File: src/hdl/iepr_pkg.sv
// Operation
// - Peripheral enable bit 6 forwards USB requests when one, blocks them when zero.
// - Peripheral enable bit 4 gates keypad requests toward the arbiter.
// - Peripheral enable bit 3 gates converter requests.
// - Peripheral enable bit 2 gates SPI controller requests.
// - Peripheral enable bit 1 gates two-wire controller requests.
// - Peripheral enable bit 0 gates memory-card requests.
// - Bits 7 and 5 of peripheral enable and priority registers read zero.
// - Bit 7 of both core priority registers reads zero.
// - Core priority high register gives each core source its level MSB.
// - Core priority low register gives each core source its level LSB.
// - Peripheral priority high register gives each peripheral source its level MSB.
// - Peripheral priority low register gives each peripheral source its level LSB.
// - Global enable bit 7 of core enable must be set for any source.
package iepr_pkg;
   // Special-function register addresses
   localparam logic [7:0] IEPR_ADDR_PERIPH_EN = 8'hb1;
   localparam logic [7:0] IEPR_ADDR_PERIPH_PL = 8'hb2;
   localparam logic [7:0] IEPR_ADDR_PERIPH_PH = 8'hb3;
   localparam logic [7:0] IEPR_ADDR_CORE_PH = 8'hb7;
   localparam logic [7:0] IEPR_ADDR_CORE_PL = 8'hb8;
   // Reset value and implemented-bit masks
   localparam logic [7:0] IEPR_RESET_VAL = 8'h00;
   localparam logic [7:0] IEPR_PERIPH_MASK = 8'h5f;
   localparam logic [7:0] IEPR_CORE_MASK = 8'h7f;
   // Field positions
   localparam int IEPR_GLOBAL_EN_BIT = 7;
   localparam int IEPR_USB_BIT = 6;
   localparam int IEPR_KEYPAD_BIT = 4;
   localparam int IEPR_ADC_BIT = 3;
   localparam int IEPR_SPI_BIT = 2;
   localparam int IEPR_TWO_WIRE_BIT = 1;
   localparam int IEPR_CARD_BIT = 0;
   // Arbiter source numbering, index 0 wins ties
   localparam int IEPR_NUM_CORE = 7;
   localparam int IEPR_NUM_SRC = 13;
   localparam int IEPR_IDX_W = 4;
   localparam logic [3:0] IEPR_IDX_USB = 4'hc;
endpackage : iepr_pkg

File: src/hdl/iepr_top.sv
`timescale 1ns/10ps
module iepr_top (
   input wire logic clk,                 // Core clock, 10 MHz
   input wire logic rstn,                // Asynchronous reset, active low
   input wire logic [7:0] sfr_addr,      // Special-function register address
   input wire logic [7:0] sfr_wdata,     // Write data
   input wire logic sfr_wr,              // Write strobe
   input wire logic sfr_rd,              // Read strobe
   output logic [7:0] sfr_rdata,         // Registered read data
   output logic sfr_hit,                 // Registered: last read hit this block
   input wire logic [7:0] core_irq_enable, // Core enable register contents
   input wire logic [7:0] core_req,      // Core request flags, bits 0..6
   input wire logic [7:0] periph_req,    // Peripheral request flags by bit
   input wire logic in_service,          // Core is running a handler
   input wire logic [1:0] service_level, // Level of that handler
   output logic irq_valid,               // Registered: request to the core
   output logic [3:0] irq_src,           // Registered: winning source
   output logic [1:0] irq_level          // Registered: its level
);
   ////////////////////////////////////////////////////////////////////////////
   // Register file
   logic [7:0] periph_en_q;
   logic [7:0] periph_pl_q;
   logic [7:0] periph_ph_q;
   logic [7:0] core_ph_q;
   logic [7:0] core_pl_q;
   logic [7:0] rdata_q;
   logic [7:0] rdata_d;
   logic hit_q;
   logic hit_d;

   // Address decode
   wire sel_pen = (sfr_addr == iepr_pkg::IEPR_ADDR_PERIPH_EN);
   wire sel_ppl = (sfr_addr == iepr_pkg::IEPR_ADDR_PERIPH_PL);
   wire sel_pph = (sfr_addr == iepr_pkg::IEPR_ADDR_PERIPH_PH);
   wire sel_cph = (sfr_addr == iepr_pkg::IEPR_ADDR_CORE_PH);
   wire sel_cpl = (sfr_addr == iepr_pkg::IEPR_ADDR_CORE_PL);
   wire sel_any = sel_pen | sel_ppl | sel_pph | sel_cph | sel_cpl;

   // Reserved bits are never stored, so they cannot leak into reads
   wire [7:0] wdata_periph = sfr_wdata & iepr_pkg::IEPR_PERIPH_MASK;
   wire [7:0] wdata_core = sfr_wdata & iepr_pkg::IEPR_CORE_MASK;

   // Writes land on the strobe; all bits clear at reset
   always_ff @(posedge clk or negedge rstn)
   begin
      if (!rstn)
      begin
         periph_en_q <= iepr_pkg::IEPR_RESET_VAL;
         periph_pl_q <= iepr_pkg::IEPR_RESET_VAL;
         periph_ph_q <= iepr_pkg::IEPR_RESET_VAL;
         core_ph_q <= iepr_pkg::IEPR_RESET_VAL;
         core_pl_q <= iepr_pkg::IEPR_RESET_VAL;
      end
      else if (sfr_wr)
      begin
         if (sel_pen) periph_en_q <= wdata_periph;
         if (sel_ppl) periph_pl_q <= wdata_periph;
         if (sel_pph) periph_ph_q <= wdata_periph;
         if (sel_cph) core_ph_q <= wdata_core;
         if (sel_cpl) core_pl_q <= wdata_core;
      end
   end

   // Read mux; unmapped addresses read zero; core bit 7 reads zero too
   assign rdata_d = sel_pen ? periph_en_q :
                    sel_ppl ? periph_pl_q :
                    sel_pph ? periph_ph_q :
                    sel_cph ? core_ph_q :
                    sel_cpl ? core_pl_q : 8'h00;
   assign hit_d = sfr_rd & sel_any;

   // Read data held until the next read strobe
   always_ff @(posedge clk or negedge rstn)
   begin
      if (!rstn)
      begin
         rdata_q <= 8'h00;
         hit_q <= 1'b0;
      end
      else if (sfr_rd)
      begin
         rdata_q <= rdata_d;
         hit_q <= hit_d;
      end
   end
   assign sfr_rdata = rdata_q;
   assign sfr_hit = hit_q;

   ////////////////////////////////////////////////////////////////////////////
   // Request gating
   wire global_en = core_irq_enable[iepr_pkg::IEPR_GLOBAL_EN_BIT];
   wire [6:0] core_gated = core_req[6:0] & core_irq_enable[6:0] & {7{global_en}};
   // Peripheral flags pass only where their enable bit is set
   wire [7:0] periph_gated = periph_req & periph_en_q & {8{global_en}};
   wire usb_g = periph_gated[iepr_pkg::IEPR_USB_BIT];
   wire keypad_g = periph_gated[iepr_pkg::IEPR_KEYPAD_BIT];
   wire adc_g = periph_gated[iepr_pkg::IEPR_ADC_BIT];
   wire spi_g = periph_gated[iepr_pkg::IEPR_SPI_BIT];
   wire two_wire_g = periph_gated[iepr_pkg::IEPR_TWO_WIRE_BIT];
   wire card_g = periph_gated[iepr_pkg::IEPR_CARD_BIT];

   // Source vector in tie order: core 0..6, card, two-wire, spi, adc, keypad, usb
   wire [12:0] src_req = {usb_g, keypad_g, adc_g, spi_g, two_wire_g, card_g, core_gated};

   // Levels: MSB from high register, LSB from low register at same position
   logic [25:0] src_level;
   always_comb
   begin
      src_level = '0;
      for (int i = 0; i < iepr_pkg::IEPR_NUM_CORE; i++)
      begin
         src_level[2*i +: 2] = {core_ph_q[i], core_pl_q[i]};
      end
      for (int j = 0; j < 5; j++)
      begin
         src_level[2*(7+j) +: 2] = {periph_ph_q[j], periph_pl_q[j]};
      end
      src_level[25:24] = {periph_ph_q[iepr_pkg::IEPR_USB_BIT],
                          periph_pl_q[iepr_pkg::IEPR_USB_BIT]};
   end

   ////////////////////////////////////////////////////////////////////////////
   // Arbitration
   logic found;
   logic [3:0] best_idx;
   logic [1:0] best_level;

   iepr_arbiter #(
      .NUM_SRC(iepr_pkg::IEPR_NUM_SRC),
      .IDX_W(iepr_pkg::IEPR_IDX_W)
   ) u_arb (
      .req(src_req),
      .level(src_level),
      .found(found),
      .best_idx(best_idx),
      .best_level(best_level)
   );

   // A running handler is only interrupted by a strictly higher level
   wire preempt = found & (!in_service | (best_level > service_level));

   logic irq_valid_q;
   logic [3:0] irq_src_q;
   logic [1:0] irq_level_q;

   // Registered request; one cycle of latency keeps outputs glitch free
   always_ff @(posedge clk or negedge rstn)
   begin
      if (!rstn)
      begin
         irq_valid_q <= 1'b0;
         irq_src_q <= 4'h0;
         irq_level_q <= 2'h0;
      end
      else
      begin
         irq_valid_q <= preempt;
         irq_src_q <= preempt ? best_idx : 4'h0;
         irq_level_q <= preempt ? best_level : 2'h0;
      end
   end
   assign irq_valid = irq_valid_q;
   assign irq_src = irq_src_q;
   assign irq_level = irq_level_q;
endmodule : iepr_top

File: src/hdl/iepr_arbiter.sv
`timescale 1ns/10ps
// Picks the highest level among active sources; lowest index wins a tie
module iepr_arbiter #(
   parameter int NUM_SRC = 13,
   parameter int IDX_W = 4
) (
   input wire logic [NUM_SRC-1:0] req,        // Gated requests
   input wire logic [2*NUM_SRC-1:0] level,    // Two bits per source
   output logic found,                        // Any request present
   output logic [IDX_W-1:0] best_idx,         // Winning source
   output logic [1:0] best_level              // Winning level
);
   // Scan upward; strict compare keeps the earlier source on a tie
   always_comb
   begin
      found = 1'b0;
      best_idx = '0;
      best_level = 2'h0;
      for (int i = 0; i < NUM_SRC; i++)
      begin
         if (req[i] && (!found || level[2*i +: 2] > best_level))
         begin
            found = 1'b1;
            best_idx = IDX_W'(i);
            best_level = level[2*i +: 2];
         end
      end
   end
endmodule : iepr_arbiter

File: config.mk
export PLATFORM = sky130hd
export DESIGN_NAME = iepr_top
export DESIGN_NICKNAME = d
export VERILOG_FILES = /design/src/hdl/iepr_pkg.sv /design/src/hdl/iepr_top.sv /design/src/hdl/iepr_arbiter.sv
export SDC_FILE = /design/constraint.sdc
export NUM_CORES = 1
export LEC_CHECK = 0
export BUFFER_PORTS_ARGS = -buffer_cell sky130_fd_sc_hd__buf_2
export CORE_MARGIN = 10
export CORE_UTILIZATION = 40
export CTS_CLUSTER_DIAMETER = 50
export DETAILED_ROUTE_END_ITERATION = 6
export GPL_TIMING_DRIVEN = 1
export SLEW_MARGIN = 20
export SYNTH_ARGS = -nofsm -noshare
export SYNTH_HDL_FRONTEND = slang
export SYNTH_SLANG_ARGS = --single-unit
export TNS_END_PERCENT = 10
File: constraint.sdc
create_clock -name clk -period 18.68 [get_ports clk]
set_clock_uncertainty 0.15 [all_clocks]
set_input_delay 3.736 -clock clk [delete_from_list [all_inputs] [get_ports clk]]
set_output_delay 3.736 -clock clk [all_outputs]
set_load 0.05 [all_outputs]
==> flow_metrics.tcl, run 1 <==
set metrics [dict create \
    avgSynthCellArea_um2 9.24 \
    synth-seq-cells 47 \
    first_global_vias 2897 \
    worst_pin_slew_ns 0.750 \
    peakVddDrop_mv 0.0276 \
    maxSlewViolCount 0 \
    num_vias 3156 \
    min_period_over_period_pct 97.0 \
    ios 63 \
    worstSetupPathType "in2reg" \
    synthToLayoutAreaGrowth_pct 33.9 \
    reg2reg_from "core_pl_q[0]" \
    cpPeakStageDelay_ns 0.37 \
    firstDrtPassIters 5 \
    cts_root_buffer "clkbuf_8" \
    nNetsFinal 521 \
    hp-start "sfr_rdata[0]" \
    r2r_setup_slack_ns 3.81 \
    antenna_found_initial 0 \
    cts_buffers 5 \
    period_needed_ns 18.11 \
    p_leak_nw 2.11 \
    hold_depth 2 \
    grt_overflow_total 0 \
    drive_gt1_share_pct 44.9 \
    cp_max_fo 6 \
    async_flop_share_pct 100 \
    routed_wl_um 9530 \
    cp_slowest_cell "mux2_2" \
    yosys_most_used_dff "dfrtp_1" \
    timing.rr.end "irq_src[1]" \
    ant_nets 0 \
    drv_cap 0 \
    synth_top_area_share_pct 35.5 \
    remaining_drc_errors 0 \
    synth_edf_count 0 \
    netlist_top_cells_area "dfrtp_1 (35%), mux2_2 (12%), ha_1 (7.9%)" \
    track_usage_pct 14.0 \
    dp_hpwl_um 7170 \
    yosysWarnings 0 \
    cts_max_path_buffers 2 \
    crit_top_cell "ha_1" \
    coreArea_um2 8130 \
    slew-limit-headroom_pct 50.0 \
    crit_path_end_kind "flop" \
    dp.cells 531 \
    start_util_pct 40.8 \
    syn_inst 359 \
    grt_first_pass_wirelength_um 14600 \
    hold_path.class "reg2reg" \
    synth.most_common_cell "dfrtp_1" \
    insertion_delay_ns 0.31 \
    multi_input_area_um2 2330 \
    worst_ep_arrival_time_ns 18.19 \
    rows 33 \
    htreeDepth 2 \
    setup.worst_path.start_class "input pin" \
    status "complete, no violations" \
    crit_required_ns 18.76 \
    synth_top_cell_by_area "dfrtp_1" \
    hold_violations 0 \
    clock_sinks 47 \
    antennaDiodeCount 0 \
    finalPower_w 0.000230 \
    max_freq_mhz 55.2 \
    port_buffers 57 \
    syn_area_um2 3320 \
    clk_pin_slew_worst_paths_ns 0.09 \
    layoutNonFillerInstCount 559 \
    die_h_um 111 \
    cts_tree "done" \
    ff2ff_path_depth 86 \
    whs_endpoint "sfr_rdata[0]" \
    dieArea_um2 12300 \
    place_congestion 0.808 \
    powerDensity_nw_per_um2 51.8 \
    synthTopCellsByCount "dfrtp_1 (47), nand2_1 (36), mux2_2 (35)" \
    fp.dieW_um 111 \
    drt_iter0_markers 224 \
    yosysSeqAreaShare_pct 35.5 \
    fill_cells 727 \
    setup_violations 0 \
    wire_per_inst_um 17.0 \
    timing.hold.ws_ns 0.371 \
    synthDistinctLibCells 58 \
    seqCellArea_um2 1180 \
    via_per_inst 5.65 \
    grt_start_max_net_pins 48 \
    synth_fp_nets 427 \
]
-- layer usage --
| layer | part of all wire [%] | vias up | track usage [%] |
|---|---|---|---|
| met4 | 0.89 | 0 | 2.06 |
| met3 | 5.7 | 8 | 2.87 |
| met2 | 47 | 85 | 22.4 |
| met5 | 0 | - | 0 |
| met1 | 46 | 1541 | 19.1 |
| li1 | - | 1522 | - |
-- power by group --
part / leakage, nW / switching (W) / internal, W
Sequential: 0.646 / 0.00000497 / 0.000106
Combinational: 1.43 / 0.0000306 / 0.0000239
Clock: 0.0408 / 0.0000380 / 0.0000268
Total: 2.11 / 0.0000735 / 0.000157
-- layout by cell type, fill, tap and decap left out, types with 3 or more instances in the layout --
master	n
nor3_1	4
nand3_1	15
a21o_1	3
ha_4	7
a21oi_4	4
and3_1	7
o21ai_0	14
nor2_2	6
clkbuf_8	5
o21ai_2	3
buf_2	56
dfrtp_1	47
ha_1	13
inv_1	28
a21oi_2	7
a22oi_1	3
o211ai_1	8
nand2_1	35
o31ai_2	3
a21oi_1	11
mux2_2	33
a222oi_1	7
nor2b_1	5
a22o_1	3
buf_4	41
nor2_1	18
-- worst max path at each step --
stage,to,slack [ns],startpoint
floorplan,irq_level[1],0.06,core_req[0]
global placement,irq_level[1],-0.23,core_req[0]
detailed placement,irq_src[1],-0.33,core_req[0]
CTS,irq_src[1],0.08,core_req[0]
global route,irq_src[1],-0.24,core_req[0]
finish,irq_src[1],0.57,core_req[0]
-- registers in the layout, indices dropped and copies added (netlist names) --
signal / flops
core_ph_q: 7
core_pl_q: 7
sfr_rdata: 7
periph_en_q: 6
periph_ph_q: 6
periph_pl_q: 6
irq_src: 4
irq_level: 2
irq_valid: 1
sfr_hit: 1
-- through the flow --
stage	utilization, %	setup slack (ns)	TNS (ns)	cell area (um^2)
2_1_floorplan	-	0.0569	0	3330
3_3_place_gp	47.4	-0.231	-1.08	3850
3_5_place_dp	47.4	-0.326	-1.49	3850
4_1_cts	48.7	0.0788	0	3960
5_1_grt	54.6	-0.238	-1.24	4440
6_report	54.6	0.569	0	4440
-- logic make-up after synthesis --
logic type                 Yosys count  synth area share (%)
and+or+nand+nor                    112                  16.1
AOI/OAI and AO/OA                  100                  23.1
DFF                                 47                  35.5
buffers and inverters               41                  4.75
muxes                               36                  12.2
adders and majority gates           22                  8.22
other                                1                 0.113
-- worst max-delay path: cells and delay by family --
kind            cells  cell delay, ns
buf+inv             9            1.03
fa+ha+maj          14            3.76
simple gates       27            2.66
mux                 4            1.31
compound gates     34            5.69
-- timing repair --
item / in CTS / in global routing
pin swaps: 0 / 39
setup endpoints to repair: 3 / 7
gates resized for setup: 3 / 60
setup buffers: 0 / 20
hold buffers: 0 / 0
-- layout make-up --
type / count / area share [%]
clock buffers: 5 / 1.55
clock inverters: 3 / 0.535
inverters: 30 / 2.54
multi-input cells: 271 / 52.5
flip-flops and latches: 47 / 26.5
well taps: 105 / 2.96
repair buffers: 98 / 13.5
Power figures use the tool's default switching activity.
==> run 2: changes to the inputs <==
==> constraint.sdc (replaced) <==
create_clock -name clk -period 21.8 [get_ports clk]
set_clock_uncertainty 0.15 [all_clocks]
set_input_delay 4.36 -clock clk [delete_from_list [all_inputs] [get_ports clk]]
set_output_delay 4.36 -clock clk [all_outputs]
set_load 0.05 [all_outputs]
==> flow_metrics.tcl, run 2 (synthesis gave the netlist of run 1 again) <==
set metrics [dict create \
    min_period_over_period_pct 94.1 \
    fp.dieW_um 111 \
    p_seq_share_pct 51.3 \
    cp_max_fo 16 \
    powerDensity_nw_per_um2 48.0 \
    ctsHoldBuffers 0 \
    first_global_vias 2876 \
    clk_pin_slew_worst_paths_ns 0.09 \
    dieArea_um2 12300 \
    clockPowerShare_pct 28.7 \
    cts_buffers 5 \
    antennaDiodeCount 0 \
    drive_gt1_share_pct 29.6 \
    grt_first_pass_wirelength_um 14500 \
    setup_violations 0 \
    coreArea_um2 8130 \
    pre_cts_ws_ns 0.365 \
    worst_pin_slew_ns 0.847 \
    setup_ws_ns 1.30 \
    p_leak_nw 1.90 \
    switchingPower_w 0.0000568 \
    num_vias 2987 \
    insertion_delay_ns 0.31 \
    fill_cells 795 \
    timing.rr.end "irq_src[1]" \
    drt_iter0_markers 172 \
    cts_max_path_buffers 2 \
    met2WireLength_um 4210 \
    grt_overflow_total 0 \
    setup.worst_path.start_class "input pin" \
    antenna_found_initial 0 \
    cpPeakStageDelay_ns 0.39 \
    track_usage_pct 13.9 \
    wl_met3_um 454 \
    worstSetupPathType "in2reg" \
    crit_required_ns 21.89 \
    dp_hpwl_um 7050 \
    whs_endpoint "sfr_hit" \
    worst_ep_arrival_time_ns 20.59 \
    crit_path_end_kind "flop" \
    top_layer_used "met4" \
    slew-limit-headroom_pct 43.5 \
    internal_power_w 0.000127 \
    place_congestion 0.860 \
    ios 63 \
    multi_input_area_um2 2020 \
    m1WireLength_um 4140 \
    max_freq_mhz 48.8 \
    dp.cells 511 \
    hold_violations 0 \
    seqCellArea_um2 1180 \
    ff2ff_path_depth 82 \
    layout_commonest_cell "buf_2" \
    port_buffers 57 \
    maxSlewViolCount 0 \
    ant_nets 0 \
    start_util_pct 40.8 \
    switching_share_pct 30.8 \
    cts_root_buffer "clkbuf_8" \
    clock_sinks 47 \
    synthToLayoutAreaGrowth_pct 15.7 \
    power_frac_comb_pct 20.0 \
    peakVddDrop_mv 0.0200 \
    final_design_area_no_fill_um2 3840 \
    htreeDepth 2 \
    remaining_drc_errors 0 \
    nNetsFinal 483 \
    layoutNonFillerInstCount 521 \
    via_per_inst 5.73 \
    firstDrtPassIters 7 \
    hold_depth 2 \
    grt_start_max_net_pins 48 \
    reg2reg_from "core_ph_q[0]" \
    drv_cap 0 \
    hp-start "sfr_hit" \
    r2r_setup_slack_ns 5.56 \
    final_core_utilization_pct 47.2 \
    hold_path.class "reg2reg" \
    final_cell_mix "buf_2 (56), dfrtp_1 (47), nand2_1 (36), mux2_2 (35), inv_1 (29)" \
    routed_wl_um 8880 \
    cp_slowest_cell "mux2_2" \
    die_h_um 111 \
    placed_area_um2 3700 \
    rows 33 \
    status "complete, no violations" \
    wire_per_inst_um 17.0 \
    cts_tree "done" \
    period_needed_ns 20.50 \
]
run 2: cell count changes in the layout (fill, tap and decap cells not counted), sizes merged:
cell      before  now
clkinvlp       2    1
clkbuf         5    6
clkinv         0    1
buf           98   60
inv           31   30
run 2: per-layer routing:
metal	vias to the layer above	track usage, %
li1	1449	-
met1	1458	19.0
met2	72	21.8
met3	8	3.14
met4	0	3.08
met5	-	0
run 2: worst max-delay path, delay by kind of cell:
| kind | cells | cell delay, ns |
|---|---|---|
| simple gates | 26 | 3.02 |
| mux | 4 | 1.40 |
| buf+inv | 6 | 0.70 |
| compound gates | 34 | 7.07 |
| fa+ha+maj | 14 | 4.03 |
run 2: final cells by class:
type	count	area share [%]
clock buffer	6	1.89
clock inverter	2	0.326
inverter	30	2.93
multi-input combinational	271	52.7
sequential	47	30.6
tap	105	3.42
timing repair buffer	60	8.08
run 2: power by group through the flow:
stage	clock network (W)	logic (W)	registers, W
after global routing	0.0000576	0.0000413	0.0000951
after floorplan	0	0.0000206	0.0000978
after CTS	0.0000544	0.0000359	0.0000945
after global placement	0	0.0000348	0.0000962
after detailed placement	0	0.0000357	0.0000963
final	0.0000529	0.0000368	0.0000945
run 2: timing repair:
| action | in CTS | in global routing |
|---|---|---|
| buffers inserted | 0 | 2 |
| resized for setup | 0 | 10 |
| endpoints found under the setup margin | 0 | 7 |
run 2: how the worst max path moves through the flow:
stage / from / to / slack [ns] / cells after the start
after floorplan: core_req[0] / irq_level[1] / 2.27 / 84
after global placement: core_irq_enable[7] / irq_src[1] / 0.57 / 84
after detailed placement: core_irq_enable[7] / irq_src[1] / 0.36 / 84
after CTS: core_irq_enable[7] / irq_src[1] / 0.62 / 84
after global routing: core_irq_enable[7] / irq_src[1] / -0.07 / 84
final: core_irq_enable[7] / irq_src[1] / 1.30 / 84
run 2: per-stage QoR:
| stage | hold WS [ns] | total power, W | TNS [ns] |
|---|---|---|---|
| global placement | 0.349 | 0.000131 | 0 |
| CTS | 0.379 | 0.000185 | 0 |
| finish | 0.376 | 0.000184 | 0 |
| floorplan | 0.345 | 0.000118 | 0 |
| global route | 0.407 | 0.000194 | -0.180 |
| detailed placement | 0.358 | 0.000132 | 0 |
==> run 3: changes to the inputs <==
--- a/config.mk
+++ b/config.mk
@@ -7,7 +7,7 @@
 export LEC_CHECK = 0
 export BUFFER_PORTS_ARGS = -buffer_cell sky130_fd_sc_hd__buf_2
 export CORE_MARGIN = 10
-export CORE_UTILIZATION = 40
+export CORE_UTILIZATION = 37
 export CTS_CLUSTER_DIAMETER = 50
 export DETAILED_ROUTE_END_ITERATION = 6
 export GPL_TIMING_DRIVEN = 1
==> flow_metrics.tcl, run 3 (synthesis gave the netlist of run 1 again) <==
set metrics [dict create \
    start_util_pct 38.0 \
    antennaDiodeCount 0 \
    fp.dieW_um 115 \
    hp-start "sfr_rdata[0]" \
    crit_start "core_irq_enable[7]" \
    placed_area_um2 3700 \
    place_congestion 0.880 \
    routed_wl_um 9110 \
    r2r_setup_slack_ns 5.65 \
    timing.rr.end "irq_src[1]" \
    use_met3_pct 3.35 \
    drive_gt1_share_pct 30.4 \
    setup_violations 0 \
    dp_hpwl_um 7350 \
    cp_max_fo 16 \
    internal_power_w 0.000139 \
    p_seq_share_pct 48.2 \
    track_usage_pct 13.7 \
    powerDensity_nw_per_um2 50.5 \
    die_h_um 115 \
    ff2ff_path_depth 82 \
    synthToLayoutAreaGrowth_pct 17.3 \
    status "complete, no violations" \
    setup.worst_path.start_class "input pin" \
    period_needed_ns 20.42 \
    hold_path.class "reg2reg" \
    switching_share_pct 29.1 \
    final_design_area_no_fill_um2 3890 \
    clk_pin_slew_worst_paths_ns 0.09 \
    min_period_over_period_pct 93.7 \
    nNetsFinal 485 \
    whs_endpoint "sfr_rdata[0]" \
    crit_required_ns 21.87 \
    cts_max_path_buffers 2 \
    drt_iter0_markers 193 \
    ant_nets 0 \
    dieArea_um2 13200 \
    cp_slowest_cell "mux2_2" \
    via_per_inst 5.69 \
    final_cell_mix "buf_2 (56), dfrtp_1 (47), nand2_1 (36), mux2_2 (35), inv_1 (29)" \
    setup-tns-final_ns 0 \
    htreeDepth 2 \
    insertion_delay_ns 0.30 \
    cts_tree "done" \
    antenna_found_initial 0 \
    cpPeakStageDelay_ns 0.39 \
    rows 34 \
    hold_violations 0 \
    fill_cells 849 \
    met2_usage_pct 21.5 \
    worst_pin_slew_ns 0.679 \
    clockPowerShare_pct 32.9 \
    slew-limit-headroom_pct 54.7 \
    power_frac_comb_pct 18.9 \
    cts_buffers 5 \
    ctsHoldBuffers 0 \
    ios 63 \
    grt_overflow_total 0 \
    maxSlewViolCount 0 \
    grt_most_used_layer "met2" \
    worst_ep_arrival_time_ns 20.50 \
    coreArea_um2 8720 \
    drv_cap 0 \
    grt_use_met1_pct 18.3 \
    crit_path_end_kind "flop" \
    cts_root_buffer "clkbuf_8" \
    peakVddDrop_mv 0.0277 \
    grt_start_max_net_pins 48 \
    remaining_drc_errors 0 \
    num_vias 2993 \
    clock_sinks 47 \
    layout_commonest_cell "buf_2" \
    wire_per_inst_um 17.3 \
    first_global_vias 2994 \
    worstSetupPathType "in2reg" \
    p_leak_nw 1.93 \
    switchingPower_w 0.0000571 \
    max_freq_mhz 49.0 \
    firstDrtPassIters 5 \
    reg2reg_from "core_ph_q[0]" \
    hold_depth 2 \
    grt_first_pass_wirelength_um 14800 \
    port_buffers 57 \
]
-- run 3: cell types whose count changed in the layout (fill, tap and decap cells not counted) --
cell and delta:
bufinv_16 +1, o21a_1 -1, clkbuf_1 -1, clkinv_4 +1, o21ai_0 -1, buf_4 +2
clkinvlp_4 -1, o32ai_1 -1, o21a_2 +1, o32ai_2 +1, o21ai_1 +2, o21ai_2 -1
-- run 3: how the worst max path moves through the flow --
stage / endpoint
after floorplan: irq_level[1]
after global routing: irq_src[1]
after global placement: irq_src[1]
after CTS: irq_src[1]
after detailed placement: irq_src[1]
final: irq_src[1]
-- run 3: critical path, delay by kind of cell --
kind                       cells  cell delay [ns]
AOI/OAI and AO/OA             34             7.00
adders and majority gates     14             3.99
and+or+nand+nor               26             3.00
muxes                          4             1.43
buffers and inverters          6             0.69
-- run 3: metal layers --
metal | share of wire (%) | vias up
met5 | 0 | -
met4 | 1.4 | 0
met3 | 5.7 | 10
met2 | 46 | 93
met1 | 47 | 1450
li1 | - | 1440
-- run 3: stage by stage --
stage	power (W)	instances	setup slack [ns]	hold slack, ns	utilization [%]
floorplan	0.000118	359	2.27	0.345	-
global placement	0.000131	514	0.618	0.345	42.4
detailed placement	0.000132	514	0.296	0.364	42.4
CTS	0.000197	522	0.549	0.377	43.7
global route	0.000207	526	-0.0253	0.411	44.6
finish	0.000196	526	1.38	0.372	44.6
-- run 3: power groups by stage --
stage                     logic [W]  clock network [W]  registers [W]
after floorplan           0.0000206                  0      0.0000978
after global placement    0.0000348                  0      0.0000962
after detailed placement  0.0000360                  0      0.0000963
after CTS                 0.0000361          0.0000662      0.0000945
after global routing      0.0000419          0.0000701      0.0000952
final                     0.0000371          0.0000647      0.0000946
-- run 3: area by class of cell --
cell class | count | area [um^2] | area share (%)
Timing Repair Buffer | 62 | 325 | 8.36
Clock buffer | 5 | 68.8 | 1.77
Multi-Input combinational cell | 271 | 2030 | 52.1
Sequential cell | 47 | 1180 | 30.2
Inverter | 30 | 113 | 2.89
Clock inverter | 3 | 43.8 | 1.13
Tap cell | 108 | 135 | 3.47
-- run 3: timing repair --
action                     CTS  global route
setup endpoints to repair    0             7
setup buffers                0             4
resized for setup            0            12
hold endpoints to repair     0             0
